### src/rtl/hs_pkg.sv
// shared types and constants of the homing sequencer
package hs_pkg;

  localparam int unsigned METHOD_W = 8;
  localparam int unsigned POS_W    = 32;

  localparam logic [METHOD_W-1:0] M_HOME_IDX_A = 8'h0D;
  localparam logic [METHOD_W-1:0] M_HOME_IDX_B = 8'h0E;
  localparam logic [METHOD_W-1:0] M_REV_OT     = 8'h11;
  localparam logic [METHOD_W-1:0] M_FWD_OT     = 8'h12;
  localparam logic [METHOD_W-1:0] M_HOME_A     = 8'h13;
  localparam logic [METHOD_W-1:0] M_HOME_B     = 8'h14;
  localparam logic [METHOD_W-1:0] M_HOME_C     = 8'h15;
  localparam logic [METHOD_W-1:0] M_HOME_D     = 8'h16;
  localparam logic [METHOD_W-1:0] M_HOME_E     = 8'h17;

  localparam logic DIR_FWD = 1'b1;
  localparam logic DIR_REV = 1'b0;

  localparam logic [POS_W-1:0]    RST_POS    = 32'h0000_0000;
  localparam logic [METHOD_W-1:0] RST_METHOD = 8'h00;

  typedef enum logic [2:0] {
    ST_IDLE = 3'h0,
    ST_FAST = 3'h1,
    ST_SLOW = 3'h2,
    ST_IDX  = 3'h3,
    ST_DONE = 3'h4
  } hs_state_t;

  typedef enum logic [1:0] {
    SPD_STOP = 2'h0,
    SPD_LOW  = 2'h1,
    SPD_HIGH = 2'h2
  } hs_speed_t;

  typedef enum logic [2:0] {
    EG_NONE   = 3'h0,
    EG_HOME_R = 3'h1,
    EG_HOME_F = 3'h2,
    EG_RLIM_R = 3'h3,
    EG_RLIM_F = 3'h4,
    EG_FLIM_R = 3'h5,
    EG_FLIM_F = 3'h6
  } hs_edge_t;

  typedef struct packed {
    logic home;
    logic flim;
    logic rlim;
    logic idx;
  } hs_sw_t;

  localparam hs_sw_t RST_SW = 4'h0;

  // one homing branch: first phase, then the slow phase, then optional index
  typedef struct packed {
    hs_state_t st0;
    logic      fhi;
    logic      dir0;
    hs_edge_t  decel;
    logic      sdir;
    hs_edge_t  arm;
    logic      use_idx;
    hs_edge_t  lim;
  } hs_plan_t;

  typedef struct packed {
    hs_state_t           st;
    hs_plan_t            pl;
    logic [METHOD_W-1:0] meth;
    hs_speed_t           spd;
    logic                dir;
    logic                cap;
    logic                busy;
    logic                done;
    logic                err;
  } hs_ctl_t;

endpackage

### src/rtl/hs_homing_seq.sv
// homing sequencer: switch and index based return-to-zero methods
`timescale 1ns/1ps
module hs_homing_seq
  import hs_pkg::*;
(
  input  wire logic                clk,
  input  wire logic                sys_rst,
  input  wire logic                start,
  input  wire logic                halt,
  input  wire logic [METHOD_W-1:0] method,
  input  wire hs_sw_t              sw_in,
  input  wire logic [POS_W-1:0]    enc_pos,
  output hs_speed_t                speed,
  output logic                     dir_fwd,
  output logic                     zero_cap,
  output logic [POS_W-1:0]         home_pos,
  output logic                     busy,
  output logic                     done,
  output logic                     method_err
);

  hs_sw_t  lvl;
  hs_sw_t  rise;
  hs_sw_t  fall;
  hs_ctl_t q;
  hs_ctl_t d;

  hs_sw_sync u_sync (
    .clk     (clk),
    .sys_rst (sys_rst),
    .din     (sw_in),
    .lvl     (lvl),
    .rise    (rise),
    .fall    (fall)
  );

  function automatic hs_plan_t mk(hs_state_t st0, logic fhi, logic dir0, hs_edge_t decel,
                                  logic sdir, hs_edge_t arm, logic use_idx, hs_edge_t lim);
    hs_plan_t p;
    p = '{st0, fhi, dir0, decel, sdir, arm, use_idx, lim};
    return p;
  endfunction

  function automatic logic method_ok(logic [METHOD_W-1:0] m);
    logic ok;
    ok = 1'b0;
    case (m)
      M_HOME_IDX_A, M_HOME_IDX_B, M_REV_OT, M_FWD_OT, M_HOME_A,
      M_HOME_B, M_HOME_C, M_HOME_D, M_HOME_E: ok = 1'b1;
      default: ok = 1'b0;
    endcase
    return ok;
  endfunction

  // lim set picks the branch taken once the travel limit was hit
  function automatic hs_plan_t plan_f(logic [METHOD_W-1:0] m, logic l, logic lim);
    hs_plan_t r;
    r = mk(ST_IDLE, 1'b0, DIR_REV, EG_NONE, DIR_REV, EG_NONE, 1'b0, EG_NONE);
    case (m)
      M_HOME_IDX_A: begin
        if (lim) begin
          r = mk(ST_SLOW, 1'b0, DIR_FWD, EG_NONE, DIR_FWD, EG_HOME_R, 1'b1, EG_NONE);
        end else if (l) begin
          r = mk(ST_FAST, 1'b0, DIR_REV, EG_HOME_F, DIR_FWD, EG_HOME_R, 1'b1, EG_NONE);
        end else begin
          r = mk(ST_FAST, 1'b1, DIR_REV, EG_HOME_R, DIR_REV, EG_NONE, 1'b1, EG_RLIM_R);
        end
      end
      M_HOME_IDX_B: begin
        if (lim) begin
          r = mk(ST_FAST, 1'b1, DIR_FWD, EG_HOME_R, DIR_REV, EG_NONE, 1'b1, EG_NONE);
        end else if (l) begin
          r = mk(ST_SLOW, 1'b0, DIR_REV, EG_NONE, DIR_REV, EG_HOME_F, 1'b1, EG_NONE);
        end else begin
          r = mk(ST_FAST, 1'b1, DIR_REV, EG_HOME_R, DIR_REV, EG_HOME_F, 1'b1, EG_RLIM_R);
        end
      end
      M_REV_OT: begin
        if (l) begin
          r = mk(ST_SLOW, 1'b0, DIR_FWD, EG_NONE, DIR_FWD, EG_RLIM_F, 1'b0, EG_NONE);
        end else begin
          r = mk(ST_FAST, 1'b1, DIR_REV, EG_RLIM_R, DIR_FWD, EG_RLIM_F, 1'b0, EG_NONE);
        end
      end
      M_FWD_OT: begin
        if (l) begin
          r = mk(ST_SLOW, 1'b0, DIR_REV, EG_NONE, DIR_REV, EG_FLIM_F, 1'b0, EG_NONE);
        end else begin
          r = mk(ST_FAST, 1'b1, DIR_FWD, EG_FLIM_R, DIR_REV, EG_FLIM_F, 1'b0, EG_NONE);
        end
      end
      M_HOME_A: begin
        if (l) begin
          r = mk(ST_SLOW, 1'b0, DIR_REV, EG_NONE, DIR_REV, EG_HOME_F, 1'b0, EG_NONE);
        end else begin
          r = mk(ST_FAST, 1'b1, DIR_FWD, EG_HOME_R, DIR_REV, EG_HOME_F, 1'b0, EG_NONE);
        end
      end
      M_HOME_B: begin
        if (l) begin
          r = mk(ST_FAST, 1'b1, DIR_REV, EG_HOME_F, DIR_FWD, EG_HOME_R, 1'b0, EG_NONE);
        end else begin
          // direction not given for this branch: forward chosen
          r = mk(ST_SLOW, 1'b0, DIR_FWD, EG_NONE, DIR_FWD, EG_HOME_R, 1'b0, EG_NONE);
        end
      end
      M_HOME_C: begin
        if (l) begin
          r = mk(ST_SLOW, 1'b0, DIR_FWD, EG_NONE, DIR_FWD, EG_HOME_F, 1'b0, EG_NONE);
        end else begin
          r = mk(ST_FAST, 1'b1, DIR_REV, EG_HOME_R, DIR_FWD, EG_HOME_F, 1'b0, EG_NONE);
        end
      end
      M_HOME_D: begin
        if (l) begin
          r = mk(ST_FAST, 1'b1, DIR_FWD, EG_HOME_F, DIR_REV, EG_HOME_R, 1'b0, EG_NONE);
        end else begin
          r = mk(ST_SLOW, 1'b0, DIR_REV, EG_NONE, DIR_REV, EG_HOME_R, 1'b0, EG_NONE);
        end
      end
      M_HOME_E: begin
        if (lim) begin
          r = mk(ST_FAST, 1'b1, DIR_REV, EG_HOME_R, DIR_REV, EG_HOME_F, 1'b0, EG_NONE);
        end else if (l) begin
          r = mk(ST_SLOW, 1'b0, DIR_REV, EG_NONE, DIR_REV, EG_HOME_F, 1'b0, EG_NONE);
        end else begin
          r = mk(ST_FAST, 1'b1, DIR_FWD, EG_HOME_R, DIR_REV, EG_HOME_F, 1'b0, EG_FLIM_R);
        end
      end
      default: r = mk(ST_IDLE, 1'b0, DIR_REV, EG_NONE, DIR_REV, EG_NONE, 1'b0, EG_NONE);
    endcase
    return r;
  endfunction

  function automatic logic edge_hit(hs_edge_t e, hs_sw_t r, hs_sw_t f);
    logic h;
    h = 1'b0;
    case (e)
      EG_HOME_R: h = r.home;
      EG_HOME_F: h = f.home;
      EG_RLIM_R: h = r.rlim;
      EG_RLIM_F: h = f.rlim;
      EG_FLIM_R: h = r.flim;
      EG_FLIM_F: h = f.flim;
      default:   h = 1'b0;
    endcase
    return h;
  endfunction

  // overtravel methods look at their own switch, the rest at home
  logic start_lvl;
  always_comb begin
    case (method)
      M_REV_OT: start_lvl = lvl.rlim;
      M_FWD_OT: start_lvl = lvl.flim;
      default:  start_lvl = lvl.home;
    endcase
  end

  always_comb begin
    logic     ld;
    logic     fin;
    hs_plan_t p;
    ld    = 1'b0;
    fin   = 1'b0;
    p     = q.pl;
    d     = q;
    d.cap = 1'b0;
    case (q.st)
      ST_IDLE, ST_DONE: begin
        if (start) begin
          if (method_ok(method)) begin
            ld     = 1'b1;
            p      = plan_f(method, start_lvl, 1'b0);
            d.meth = method;
            d.busy = 1'b1;
            d.done = 1'b0;
            d.err  = 1'b0;
          end else begin
            d.err  = 1'b1;
          end
        end
      end
      ST_FAST: begin
        // a travel limit outranks the deceleration edge in the same cycle
        if (edge_hit(q.pl.lim, rise, fall)) begin
          ld = 1'b1;
          p  = plan_f(q.meth, 1'b0, 1'b1);
        end else if (edge_hit(q.pl.decel, rise, fall)) begin
          d.dir = q.pl.sdir;
          d.spd = SPD_LOW;
          d.st  = (q.pl.arm == EG_NONE) ? ST_IDX : ST_SLOW;
        end
      end
      ST_SLOW: begin
        if (edge_hit(q.pl.arm, rise, fall)) begin
          if (q.pl.use_idx) begin
            d.st = ST_IDX;
          end else begin
            fin = 1'b1;
          end
        end
      end
      ST_IDX: begin
        if (rise.idx) begin
          fin = 1'b1;
        end
      end
      default: d.st = ST_IDLE;
    endcase
    if (ld) begin
      d.pl = p;
      if (p.st0 == ST_FAST) begin
        d.st  = ST_FAST;
        d.dir = p.dir0;
        d.spd = p.fhi ? SPD_HIGH : SPD_LOW;
      end else begin
        d.st  = ST_SLOW;
        d.dir = p.sdir;
        d.spd = SPD_LOW;
      end
    end
    if (fin) begin
      d.st   = ST_DONE;
      d.spd  = SPD_STOP;
      d.cap  = 1'b1;
      d.busy = 1'b0;
      d.done = 1'b1;
    end
    // halt drops the run without a zero point
    if (halt && q.busy) begin
      d.st   = ST_IDLE;
      d.spd  = SPD_STOP;
      d.busy = 1'b0;
      d.cap  = 1'b0;
    end
  end

  always_ff @(posedge clk or posedge sys_rst) begin
    if (sys_rst) begin
      q <= '{ST_IDLE, '0, RST_METHOD, SPD_STOP, DIR_REV, 1'b0, 1'b0, 1'b0, 1'b0};
    end else begin
      q <= d;
    end
  end

  hs_pos_latch u_lat (
    .clk     (clk),
    .sys_rst (sys_rst),
    .cap     (d.cap),
    .pos     (enc_pos),
    .pos_q   (home_pos)
  );

  assign speed      = q.spd;
  assign dir_fwd    = q.dir;
  assign zero_cap   = q.cap;
  assign busy       = q.busy;
  assign done       = q.done;
  assign method_err = q.err;
endmodule

### src/rtl/hs_pos_latch.sv
// holds the encoder position caught at the zero point
`timescale 1ns/1ps
module hs_pos_latch
  import hs_pkg::*;
(
  input  wire logic             clk,
  input  wire logic             sys_rst,
  input  wire logic             cap,
  input  wire logic [POS_W-1:0] pos,
  output logic [POS_W-1:0]      pos_q
);

  typedef struct packed {
    logic [POS_W-1:0] held;
  } hs_lat_t;

  hs_lat_t q;
  hs_lat_t d;

  always_comb begin
    d = q;
    if (cap) begin
      d.held = pos;
    end
  end

  always_ff @(posedge clk or posedge sys_rst) begin
    if (sys_rst) begin
      q.held <= RST_POS;
    end else begin
      q <= d;
    end
  end

  assign pos_q = q.held;

endmodule

### src/rtl/hs_sw_sync.sv
// two-stage synchroniser and edge detector for the switch and index inputs
`timescale 1ns/1ps
module hs_sw_sync
  import hs_pkg::*;
(
  input  wire logic   clk,
  input  wire logic   sys_rst,
  input  wire hs_sw_t din,
  output hs_sw_t      lvl,
  output hs_sw_t      rise,
  output hs_sw_t      fall
);

  typedef struct packed {
    hs_sw_t s1;
    hs_sw_t s2;
    hs_sw_t prev;
  } hs_sync_t;

  hs_sync_t q;
  hs_sync_t d;

  always_comb begin
    d      = q;
    d.s1   = din;
    d.s2   = q.s1;
    d.prev = q.s2;
  end

  always_ff @(posedge clk or posedge sys_rst) begin
    if (sys_rst) begin
      q <= '{RST_SW, RST_SW, RST_SW};
    end else begin
      q <= d;
    end
  end

  // edges only from second stage onward
  assign lvl  = q.s2;
  assign rise = q.s2 & ~q.prev;
  assign fall = ~q.s2 & q.prev;
endmodule

### config.mk
export PLATFORM = sky130hd
export DESIGN_NAME = hs_homing_seq
export DESIGN_NICKNAME = d
export VERILOG_FILES = /design/src/rtl/hs_pkg.sv /design/src/rtl/hs_homing_seq.sv /design/src/rtl/hs_pos_latch.sv /design/src/rtl/hs_sw_sync.sv
export SDC_FILE = /design/constraint.sdc
export NUM_CORES = 1
export LEC_CHECK = 0
export BUFFER_PORTS_ARGS = -buffer_cell sky130_fd_sc_hd__buf_4
export CORE_UTILIZATION = 25
export CTS_BUF_LIST = sky130_fd_sc_hd__clkbuf_4
export DETAILED_ROUTE_END_ITERATION = 8
export GPL_ROUTABILITY_DRIVEN = 0
export PLACE_DENSITY = 0.44
export SYNTH_ARGS = -nofsm -noshare
export SYNTH_HDL_FRONTEND = slang
export SYNTH_SLANG_ARGS = --single-unit
### constraint.sdc
create_clock -name clk -period 2.8 [get_ports clk]
set_clock_uncertainty 0.1 [all_clocks]
set_input_delay 0.42 -clock clk [delete_from_list [all_inputs] [get_ports clk]]
set_output_delay 0.42 -clock clk [all_outputs]
set_load 0.05 [all_outputs]
# --- After elaboration in Yosys (flattened, before gate mapping) ---
# Memories as Yosys holds them, arrays and structs flattened.
# Cells that the tools add are included.
# W data, S select, Z words.
classes:
  bitwise: 4
  eq_ne: 51
  mux: 58
  n_reduce_logical: 25
ops:
  columns: ["cell", "n"]
  rows:
  - ["$pmux W16 S9", 1]
  - ["$pmux W15 S9", 1]
  - ["$mux W15", 8]
  - ["$eq A8 B5 Y1 const B", 14]
  - ["$mux W16", 3]
  - ["$mux W3", 14]
  - ["$eq A8 B4 Y1 const B", 4]
  - ["$pmux W16 S2", 1]
  - ["$eq A3 B3 Y1 const B", 10]
  - ["$eq A3 B2 Y1 const B", 8]
  - ["$ne A5 B5 Y1 const B", 4]
  - ["$mux W19", 1]
  - ["$pmux W1 S6", 3]
  - ["$eq A3 B1 Y1 const B", 5]
  - ["$mux W1", 15]
  - ["$reduce_and A3 Y1", 5]
  - ["$mux W13", 1]
  - ["$mux W2", 6]
  - ["$reduce_bool A2 Y1", 6]
  - ["$reduce_and A5 Y1", 2]
  - ["$logic_not A3 Y1", 3]
  - ["$pmux W3 S3", 1]
  - ["$reduce_bool A3 Y1", 3]
  - ["$and A4 B4 Y4", 2]
  - ["other kinds (10)", 17]
word_totals:
  romBits: 32
  n_memories: 1
  reg_bits: 78
  out_inout_bits: 39
mem_list:
  columns: ["name", "depth", "word_bits", "read_ports", "rd_clocked_by_memory_dff", "write_ports", "line_no", "text"]
  rows:
  - ["(no name shown)", 32, 1, 1, 0, 0, "hs_homing_seq.sv:47", "case (m)"]

# --- Logic depth before layout (Yosys ltp) ---
# Gate-level depths: netlist of run 1.
depth:
  depth_word: 12
  ltp_mapped: 10
  mapped_depth_nobuf: 9

# --- Hierarchy ---
# From an unflattened synthesis of run 1, not the netlist that was laid out.
unflattened:
  hier_cells: 344
  area_unflattened_um2: 3967.6
by_module_without_submodules:
  columns: ["mod", "cells_each", "instances", "area_per_inst_um2", "seq_area_each_um2"]
  rows:
  - ["hs_homing_seq", 250, 1, 2214.6, 750.7]
  - ["hs_pos_latch", 69, 1, 1348.8, 800.8]
  - ["hs_sw_sync", 25, 1, 404.1, 300.3]

# --- Least setup slack after synthesis of run 1 ---
# Ideal clock, no wire load.
synth_timing:
  path_type: "input to register"
  start: "input method[0]"
  end: "register q[31] (netlist bit)"
  arrival_ps: 2492
  path_stages: 10
  path_buffers: 1
  path_slack_ps: 114
  setup_time_ps: 94
  cell_sequence: "inv_1 -> ha_1 -> clkbuf_1 -> a22oi_1 -> nor3_2 -> or2_4 -> o211ai_1 -> a221o_1 -> or3_4 -> a221oi_2"
synth_between:
  elab_chain_len: 12
synth_lines:
  columns: ["element", "line_no", "text"]
  rows:
  - ["start: declaration", "hs_homing_seq.sv:10", "input wire logic [METHOD_W-1:0] method,"]
  - ["$mem_v2 Z32 W1 or $eq A8 B5 Y1 (tied branches)", null, null]
  - ["$mux W1 or $pmux W1 S2 (tied branches)", "hs_homing_seq.sv:47, hs_homing_seq.sv:153", null]
  - ["$mux W1 (tied with other cells)", "hs_homing_seq.sv:171", "if (start) begin"]
  - ["$mux W1 or $pmux W16 S9 (tied branches)", "hs_homing_seq.sv:169, hs_homing_seq.sv:59", null]
  - ["$mux W16", "hs_homing_seq.sv:172", "if (method_ok(method)) begin"]
  - ["$mux W16", "hs_homing_seq.sv:171", null]
  - ["$pmux W16 S2", "hs_homing_seq.sv:169", "case (q.st)"]
  - ["$eq A3 B1 Y1", "hs_homing_seq.sv:213", "if (p.st0 == ST_FAST) begin"]
  - ["$mux W2", "hs_homing_seq.sv:213", null]
  - ["$mux W19", "hs_homing_seq.sv:211", "if (ld) begin"]
  - ["$mux W3", "hs_homing_seq.sv:223", "if (fin) begin"]
  - ["$mux W3", "hs_homing_seq.sv:231", "if (halt && q.busy) begin"]
  - ["end signal: assignment", "hs_homing_seq.sv:241", "q <= '{ST_IDLE, '0, RST_METHOD, SPD_STOP, DIR_REV, 1'b0, 1'b0, 1'b0, 1'b0};"]
  - ["end: declaration", "hs_homing_seq.sv:25", "hs_ctl_t q;"]
# Parallel ways exist; a longest one is shown, timed or not. The select of a mux whose other input is x is not followed.
# A chain may end at the register's enable or synchronous reset.

# --- Final worst setup path of run 1 ---
layout_timing:
  start: "register q[15] (netlist bit)"
  end: "register q[31] (netlist bit)"
layout_between:
  elab_chain_len: 10
layout_lines:
  columns: ["element", "line_no", "text"]
  rows:
  - ["$eq A3 B3 Y1 (tied with other cells)", "hs_homing_seq.sv:138", "case (e)"]
  - ["$pmux W1 S6 *", "hs_homing_seq.sv:138", null]
  - ["$mux W1 *", "hs_homing_seq.sv:169", null]
  - ["$mux W16", "hs_homing_seq.sv:186", "if (edge_hit(q.pl.lim, rise, fall)) begin"]
  - ["$pmux W16 S2", "hs_homing_seq.sv:169", null]
  - ["$eq A3 B1 Y1", "hs_homing_seq.sv:213", null]
  - ["$mux W2", "hs_homing_seq.sv:213", null]
  - ["$mux W19", "hs_homing_seq.sv:211", null]
  - ["$mux W3", "hs_homing_seq.sv:223", null]
  - ["$mux W3", "hs_homing_seq.sv:231", null]
# Mark *: on every way between the ends. The rest lies on a longest branch, timed or not. The select of a mux whose other input is x is not followed.

==> key figures, run 1 <==
Status
  • Status: finished, final reports clean

Synth
  • Netlist cell types: roughly 70
  • Post-synth EDFFs: 0
  • Syn Std Cell Area: roughly 3800 um2
  • Sequential share of the synthesized area: 50.4%
  • Synth top area share: approximately 50%
  • Ys flop type: dfrtp_1
  • Synth warn: 0
  • Avg Inst Size Synth: between 10 and 15 um2
  • Synth Register Bits: 77
  • Area contributors post-synth: dfrtp_1 (50%), mux2_2 (9.4%), nand2_1 (3.0%)
  • Cell count after synthesis: roughly 360
  • Syn nets: 411
  • Fraction of registers with async set/reset: 100%
  • Post-synth top area cell: dfrtp_1

Worst setup path
  • Setup CP Type: reg2reg
  • Crit-path cells: or3b_2, a21oi_2, o22a_1, a21oi_2, a221o_1, or3_4, a221oi_2
  • Launch point of the worst path: q[15]
  • CP max stage delay: 0.49 ns
  • Startpoint types: flop
  • R2r setup slk: roughly 0.098 ns
  • Worst R2R Start: q[15]
  • Critical path capture point type: flop
  • CP Depth: 7
  • CP required: 3.03 ns
  • CP Max Fanout: 5
  • Crit path capture: q[31]
  • Reg-to-reg critical path endpoint: q[31]
  • R2R depth: 7
  • Slowest CP cell: or3b_2
  • Buffers and inverters on the worst path: 0
  • CP delay by family, top: compound AO/OA/AOI/OAI gates
  • Arr. time, crit path: ~2.9 ns
  • Critical Path Most Common Cell: a21oi_2

Place
  • Port bufs: 86
  • Pre-CTS WS: -0.0370 ns
  • Detailed Place HPWL: just over 8000 um

Route
  • Average vias per placed instance: roughly 4.8
  • Wire per inst: ~16 um
  • Post-DRT Antenna Nets: 0
  • Starting DRT DRC Count: 144
  • DRC viols: 0
  • Via count: around 3,200
  • First drt pass iteration count: 4
  • Drt total wl: 10,700 um

Floorplan
  • Initial core utilization: about a quarter
  • Die Wd: ~130 um
  • Die area: roughly 16,000 um2
  • Core area: between 10,000 and 15,000 um2
  • Cell row count: 44
  • Die height: approximately 130 um
  • Top-Level Pins: 87

GRT
  • Largest net degree at the start of global routing: about 40
  • First-pass GRT wire length: 17,300 um
  • Gr usage total: between 10 and 15%
  • Gr ovfl total: 0
  • Vias in the first global route: approximately 3,200
  • Initial antenna violation count: 1

Finish
  • Share of layout cells above drive strength 1: 40.2%
  • Most frequent cells in the layout: buf_4 (125), dfrtp_1 (76), mux2_2 (32)
  • Filler instances: between 1,500 and 2,000
  • Post-Route Utilization: about a third
  • Nets: about 540
  • Area growth syn-to-layout: 34.4%
  • Commonest non-fill, non-tap cell in the layout: buf_4

Clock tree
  • CTS Buffer Depth: 2
  • CTS tree: yes
  • Clock Root Buffer: clkbuf_4
  • Clk sinks: 77
  • H-Tree Depth: 3
  • Latest clock arrival within the worst-skew pair: between 0.4 and 0.5 ns
  • Clk pin slew, worst setup/hold paths: 0.14 ns
  • Num CTS Buffers: 9

Timing
  • Fin. Hold Viols: 0
  • Final Max Tran Viols: 0
  • Slew @ Worst Pin: about 0.7 ns
  • Fin crit share: between 90 and 100%
  • Setup violators final: 0
  • Final WS setup: approximately 0.098 ns
  • FMAX: roughly 370 MHz
  • Min cycle time layout: approximately 2.7 ns
  • RSZ-0062 raised after global routing: no
  • Slew margin rel.: a little over half

Pwr
  • Peak supply drop: ~0.00043 V
  • Pleak: roughly 2.3 nW
  • Power per cell area: 909 nW/um2

Min path
  • Hold path depth: 2
  • Hold Crit Class: in2reg

Flow run
  • Number of max-cap violations: 0
## logic make-up after synthesis
group	share of synthesized area (%)
simple gates	18.8
compound gates	15.9
flops	50.4
mux	10.3
buf+inv	3.24
fa+ha+maj	1.31
## layer usage
metal,vias to the layer above,share of wire [%],track usage (%)
met4,0,0.73,5.16
met5,-,0,0
met1,1604,48,19.5
met2,59,47,22.5
met3,4,3.3,2.25
li1,1573,-,-
## sequential cells by signal, indices dropped and copies added (netlist names)
register / cells
done: 1
method_err: 1
dir_fwd: 1
u_sync.d: 4
u_lat.pos_q: 32
u_sync.q: 4
speed: 2
u_sync.lvl: 4
zero_cap: 1
q: 26
busy: 1
## Yosys cell counts, drive strengths merged, types with 5 or more instances
cell    count
and2        5
dfrtp      77
a21oi      16
nand2b      7
nand3       5
nand2      31
inv        11
clkbuf     12
nor2       22
nor3       10
nand3b     11
o21ai      21
buf         6
nor4        7
nor2b       5
mux2       32
## per-stage QoR
step	instances	hold slack [ns]	power [mW]	cell area (um2)	TNS, ns
2_1_floorplan	359	0.231	3.27	3820	0
6_report	673	0.112	4.67	5140	0
4_1_cts	671	0.0778	4.72	5110	0
3_3_place_gp	650	0.234	3.99	4920	-0.0431
5_1_grt	673	0.0669	4.94	5140	0
3_5_place_dp	650	0.235	3.99	4920	-0.0834
## worst min-delay path by stage
| stage | startpoint | endpoint | slack, ns |
|---|---|---|---|
| final | enc_pos[2] | u_lat.pos_q[2] | 0.11 |
| after global routing | enc_pos[7] | u_lat.pos_q[7] | 0.07 |
| after CTS | enc_pos[28] | u_lat.pos_q[28] | 0.08 |
| after detailed placement | u_sync.d[7] | u_sync.lvl[3] | 0.23 |
| after global placement | u_sync.d[4] | u_sync.lvl[0] | 0.23 |
| after floorplan | u_sync.d[4] | u_sync.lvl[0] | 0.23 |
## power breakdown
| part | total [mW] | switching (mW) | leakage, nW | internal [mW] |
|---|---|---|---|---|
| registers | 1.68 | 0.231 | 0.957 | 1.45 |
| clock network | 0.712 | 0.418 | 0.0735 | 0.294 |
| logic | 2.28 | 1.47 | 1.32 | 0.815 |
## layout make-up
cell class	instances	area, um2	share of cell area, %
Sequential cell	77	1930	37.5
Multi-Input combinational cell	253	1790	34.8
Timing Repair Buffer	131	1010	19.6
Tap cell	184	230	4.48
Clock buffer	11	82.6	1.61
Clock inverter	5	58.8	1.14
Inverter	11	42.5	0.828
Antenna cell	1	2.50	0.0487
## timing repair
action / in CTS / in global routing
setup endpoints to repair: 0 / 5
gates resized for setup: 0 / 4
hold buffers: 5 / 0
setup buffers: 0 / 1
endpoints found under the hold margin: 41 / 0
Power figures use the tool's default switching activity.
==> run 2, diff against run 1 <==
--- a/config.mk
+++ b/config.mk
@@ -10,7 +10,7 @@
 export CTS_BUF_LIST = sky130_fd_sc_hd__clkbuf_4
 export DETAILED_ROUTE_END_ITERATION = 8
 export GPL_ROUTABILITY_DRIVEN = 0
-export PLACE_DENSITY = 0.44
+export PLACE_DENSITY = 0.45
 export SYNTH_ARGS = -nofsm -noshare
 export SYNTH_HDL_FRONTEND = slang
 export SYNTH_SLANG_ARGS = --single-unit
==> run 2 against run 1 <==
First-iteration DRC count rose by 9.0%. Global-route usage down 0.059 points. Via count up 0.56%. Sequential power barely moved. Worst hold slack lost 0.019 ns. Sequential share of layout area increased by 0.24 points. Clock-buffer cell count fell by 1. Critical path type unchanged. Critical endpoint is now dir_fwd. Largest cell class unchanged.
==> key figures, run 2 (synthesized netlist as in run 1, its figures left out) <==
Status
  • Status: finished, final reports clean (unchanged)

Worst setup path
  • CP required: 3.02 ns (was 3.03 ns)
  • Reg-to-reg critical path endpoint: dir_fwd (was q[31])
  • Launch point of the worst path: q[15] (unchanged)
  • Critical path capture point type: flop (unchanged)
  • Worst R2R Start: q[15] (unchanged)
  • Arr. time, crit path: 2.88 ns (was 2.94 ns)
  • R2r setup slk: 0.14 ns (was 0.1 ns)
  • CP Max Fanout: 10 (was 5)
  • Setup CP Type: reg2reg (unchanged)
  • Startpoint types: flop (unchanged)
  • Crit path capture: dir_fwd (was q[31])
  • R2R depth: 9 (was 7)

Finish
  • Post-Route Utilization: 34.6% (was 34.8%)
  • Max reg flops: 32 (unchanged)
  • Most frequent cells in the layout: buf_4 (125), dfrtp_1 (77), mux2_2 (32) (was buf_4 (125), dfrtp_1 (76), mux2_2 (32))
  • Commonest non-fill, non-tap cell in the layout: buf_4 (unchanged)
  • Nets: 535 (unchanged)
  • Share of layout cells above drive strength 1: 39.5% (was 40.2%)
  • Filler instances: 1,513 (was 1,528)
  • Area growth syn-to-layout: 33.5% (was 34.4%)

GRT
  • Largest net degree at the start of global routing: 40 (was 41)
  • Gr usage total: 14.1% (was 14.2%)
  • Vias in the first global route: 3,296 (was 3,229)
  • First-pass GRT wire length: 17,100 um (was 17,300 um)
  • Gr ovfl total: 0 (unchanged)
  • Initial antenna violation count: 1 (unchanged)

Clock tree
  • Clock Root Buffer: clkbuf_4 (unchanged)
  • Num CTS Buffers: 9 (unchanged)
  • CTS Buffer Depth: 2 (unchanged)
  • H-Tree Depth: 3 (unchanged)
  • Clk pin slew, worst setup/hold paths: 0.13 ns (was 0.14 ns)
  • Post-CTS Setup Inserts: 0 (unchanged)
  • Latest clock arrival within the worst-skew pair: 0.45 ns (was 0.43 ns)
  • CTS tree: yes (unchanged)
  • Clk sinks: 77 (unchanged)

Floorplan
  • Initial core utilization: 25.9% (unchanged)
  • Die area: 15,800 um2 (unchanged)
  • Cell row count: 44 (unchanged)
  • Die height: 126 um (unchanged)
  • Die Wd: 126 um (unchanged)
  • Top-Level Pins: 87 (unchanged)
  • Core area: 14,800 um2 (unchanged)

Route
  • First drt pass iteration count: 4 (unchanged)
  • Via count: 3,258 (was 3,240)
  • DRC viols: 0 (unchanged)
  • Starting DRT DRC Count: 157 (was 144)
  • Drt total wl: 10,600 um (was 10,700 um)
  • Wire per inst: 15.8 um (about the same)
  • Post-DRT Antenna Nets: 0 (unchanged)
  • Average vias per placed instance: 4.84 (was 4.81)

Place
  • Port bufs: 86 (unchanged)
  • Pre-CTS WS: -0.0828 ns (was -0.0370 ns)
  • Detailed Place HPWL: 8160 um (was 8150 um)

Timing
  • Setup violators final: 0 (unchanged)
  • Slew @ Worst Pin: 0.685 ns (was 0.689 ns)
  • FMAX: 376 MHz (was 370 MHz)
  • Final WS setup: 0.139 ns (was 0.0981 ns)
  • Slew margin rel.: 54.3% (was 54.0%)
  • Final Max Tran Viols: 0 (unchanged)
  • Min cycle time layout: 2.66 ns (was 2.70 ns)
  • Fin. Hold Viols: 0 (unchanged)
  • Fin crit share: 95.0% (was 96.5%)

Pwr
  • Power per cell area: 895 nW/um2 (was 909 nW/um2)
  • Peak supply drop: 0.000629 V (was 0.000426 V)
  • Pleak: 2.34 nW (was 2.35 nW)
  • Tot Pwr: 4.57 mW (was 4.67 mW)

Flow run
  • Number of max-cap violations: 0 (unchanged)

Min path
  • Hold Crit Class: in2reg (unchanged)
[run 2: worst min path at each step]
stage / start / to / slack [ns] / cells past startpoint
2_1_floorplan: u_sync.d[4] / u_sync.lvl[0] / 0.23 / 0
3_3_place_gp: u_sync.d[6] / u_sync.lvl[2] / 0.23 / 0
3_5_place_dp: u_sync.d[5] / u_sync.lvl[1] / 0.23 / 0
4_1_cts: enc_pos[24] / u_lat.pos_q[24] / 0.05 / 2
5_1_grt: enc_pos[16] / u_lat.pos_q[16] / 0.05 / 2
6_report: enc_pos[24] / u_lat.pos_q[24] / 0.09 / 2
[run 2: timing repair]
action | CTS | global route
hold buffers | 5 | 0
gates resized for setup | 0 | 2
endpoints found under the setup margin | 0 | 4
endpoints found under the hold margin | 42 | 0
[run 2: final cells by class]
cell class	instances	area, um2	share of cell area [%]
Sequential cell	77	1930	37.8
Multi-Input combinational cell	253	1780	34.9
Timing Repair Buffer	131	1010	19.8
Tap cell	184	230	4.51
Clock buffer	10	75.1	1.47
Inverter	11	42.5	0.834
Clock inverter	6	38.8	0.760
Antenna cell	1	2.50	0.0490
[run 2: per-stage QoR]
stage	setup TNS, ns	cells	cell area [um2]	hold WS (ns)
after floorplan	0	359	3820	0.231
after global placement	-0.0190	651	4930	0.235
after detailed placement	-0.155	651	4930	0.235
after CTS	0	672	5090	0.0530
after global routing	-0.000661	673	5100	0.0487
final	0	673	5100	0.0936
[run 2: metal layers]
layer | up-vias | part of all wire, % | track usage (%)
met2 | 73 | 48 | 22.4
li1 | 1568 | - | -
met4 | 0 | 3.1 | 6.89
met1 | 1594 | 45 | 18.2
met5 | - | 0 | 0
met3 | 23 | 4.1 | 3.06
[run 2: worst max-delay path: stages (launching register included)]
cell	delay, ns
dfrtp_1	0.42
or3b_2	0.47
a21oi_1	0.20
o221ai_1	0.15
buf_4	0.20
buf_4	0.17
and3_1	0.18
a311o_1	0.31
o31ai_1	0.22
o211ai_1	0.11
[run 2: power by group]
group | internal, mW | total [mW] | leakage, nW | switching, mW
sequential | 1.45 | 1.67 | 0.959 | 0.226
combinational | 0.818 | 2.30 | 1.32 | 1.48
clock | 0.191 | 0.603 | 0.0642 | 0.412
total | 2.45 | 4.57 | 2.34 | 2.12
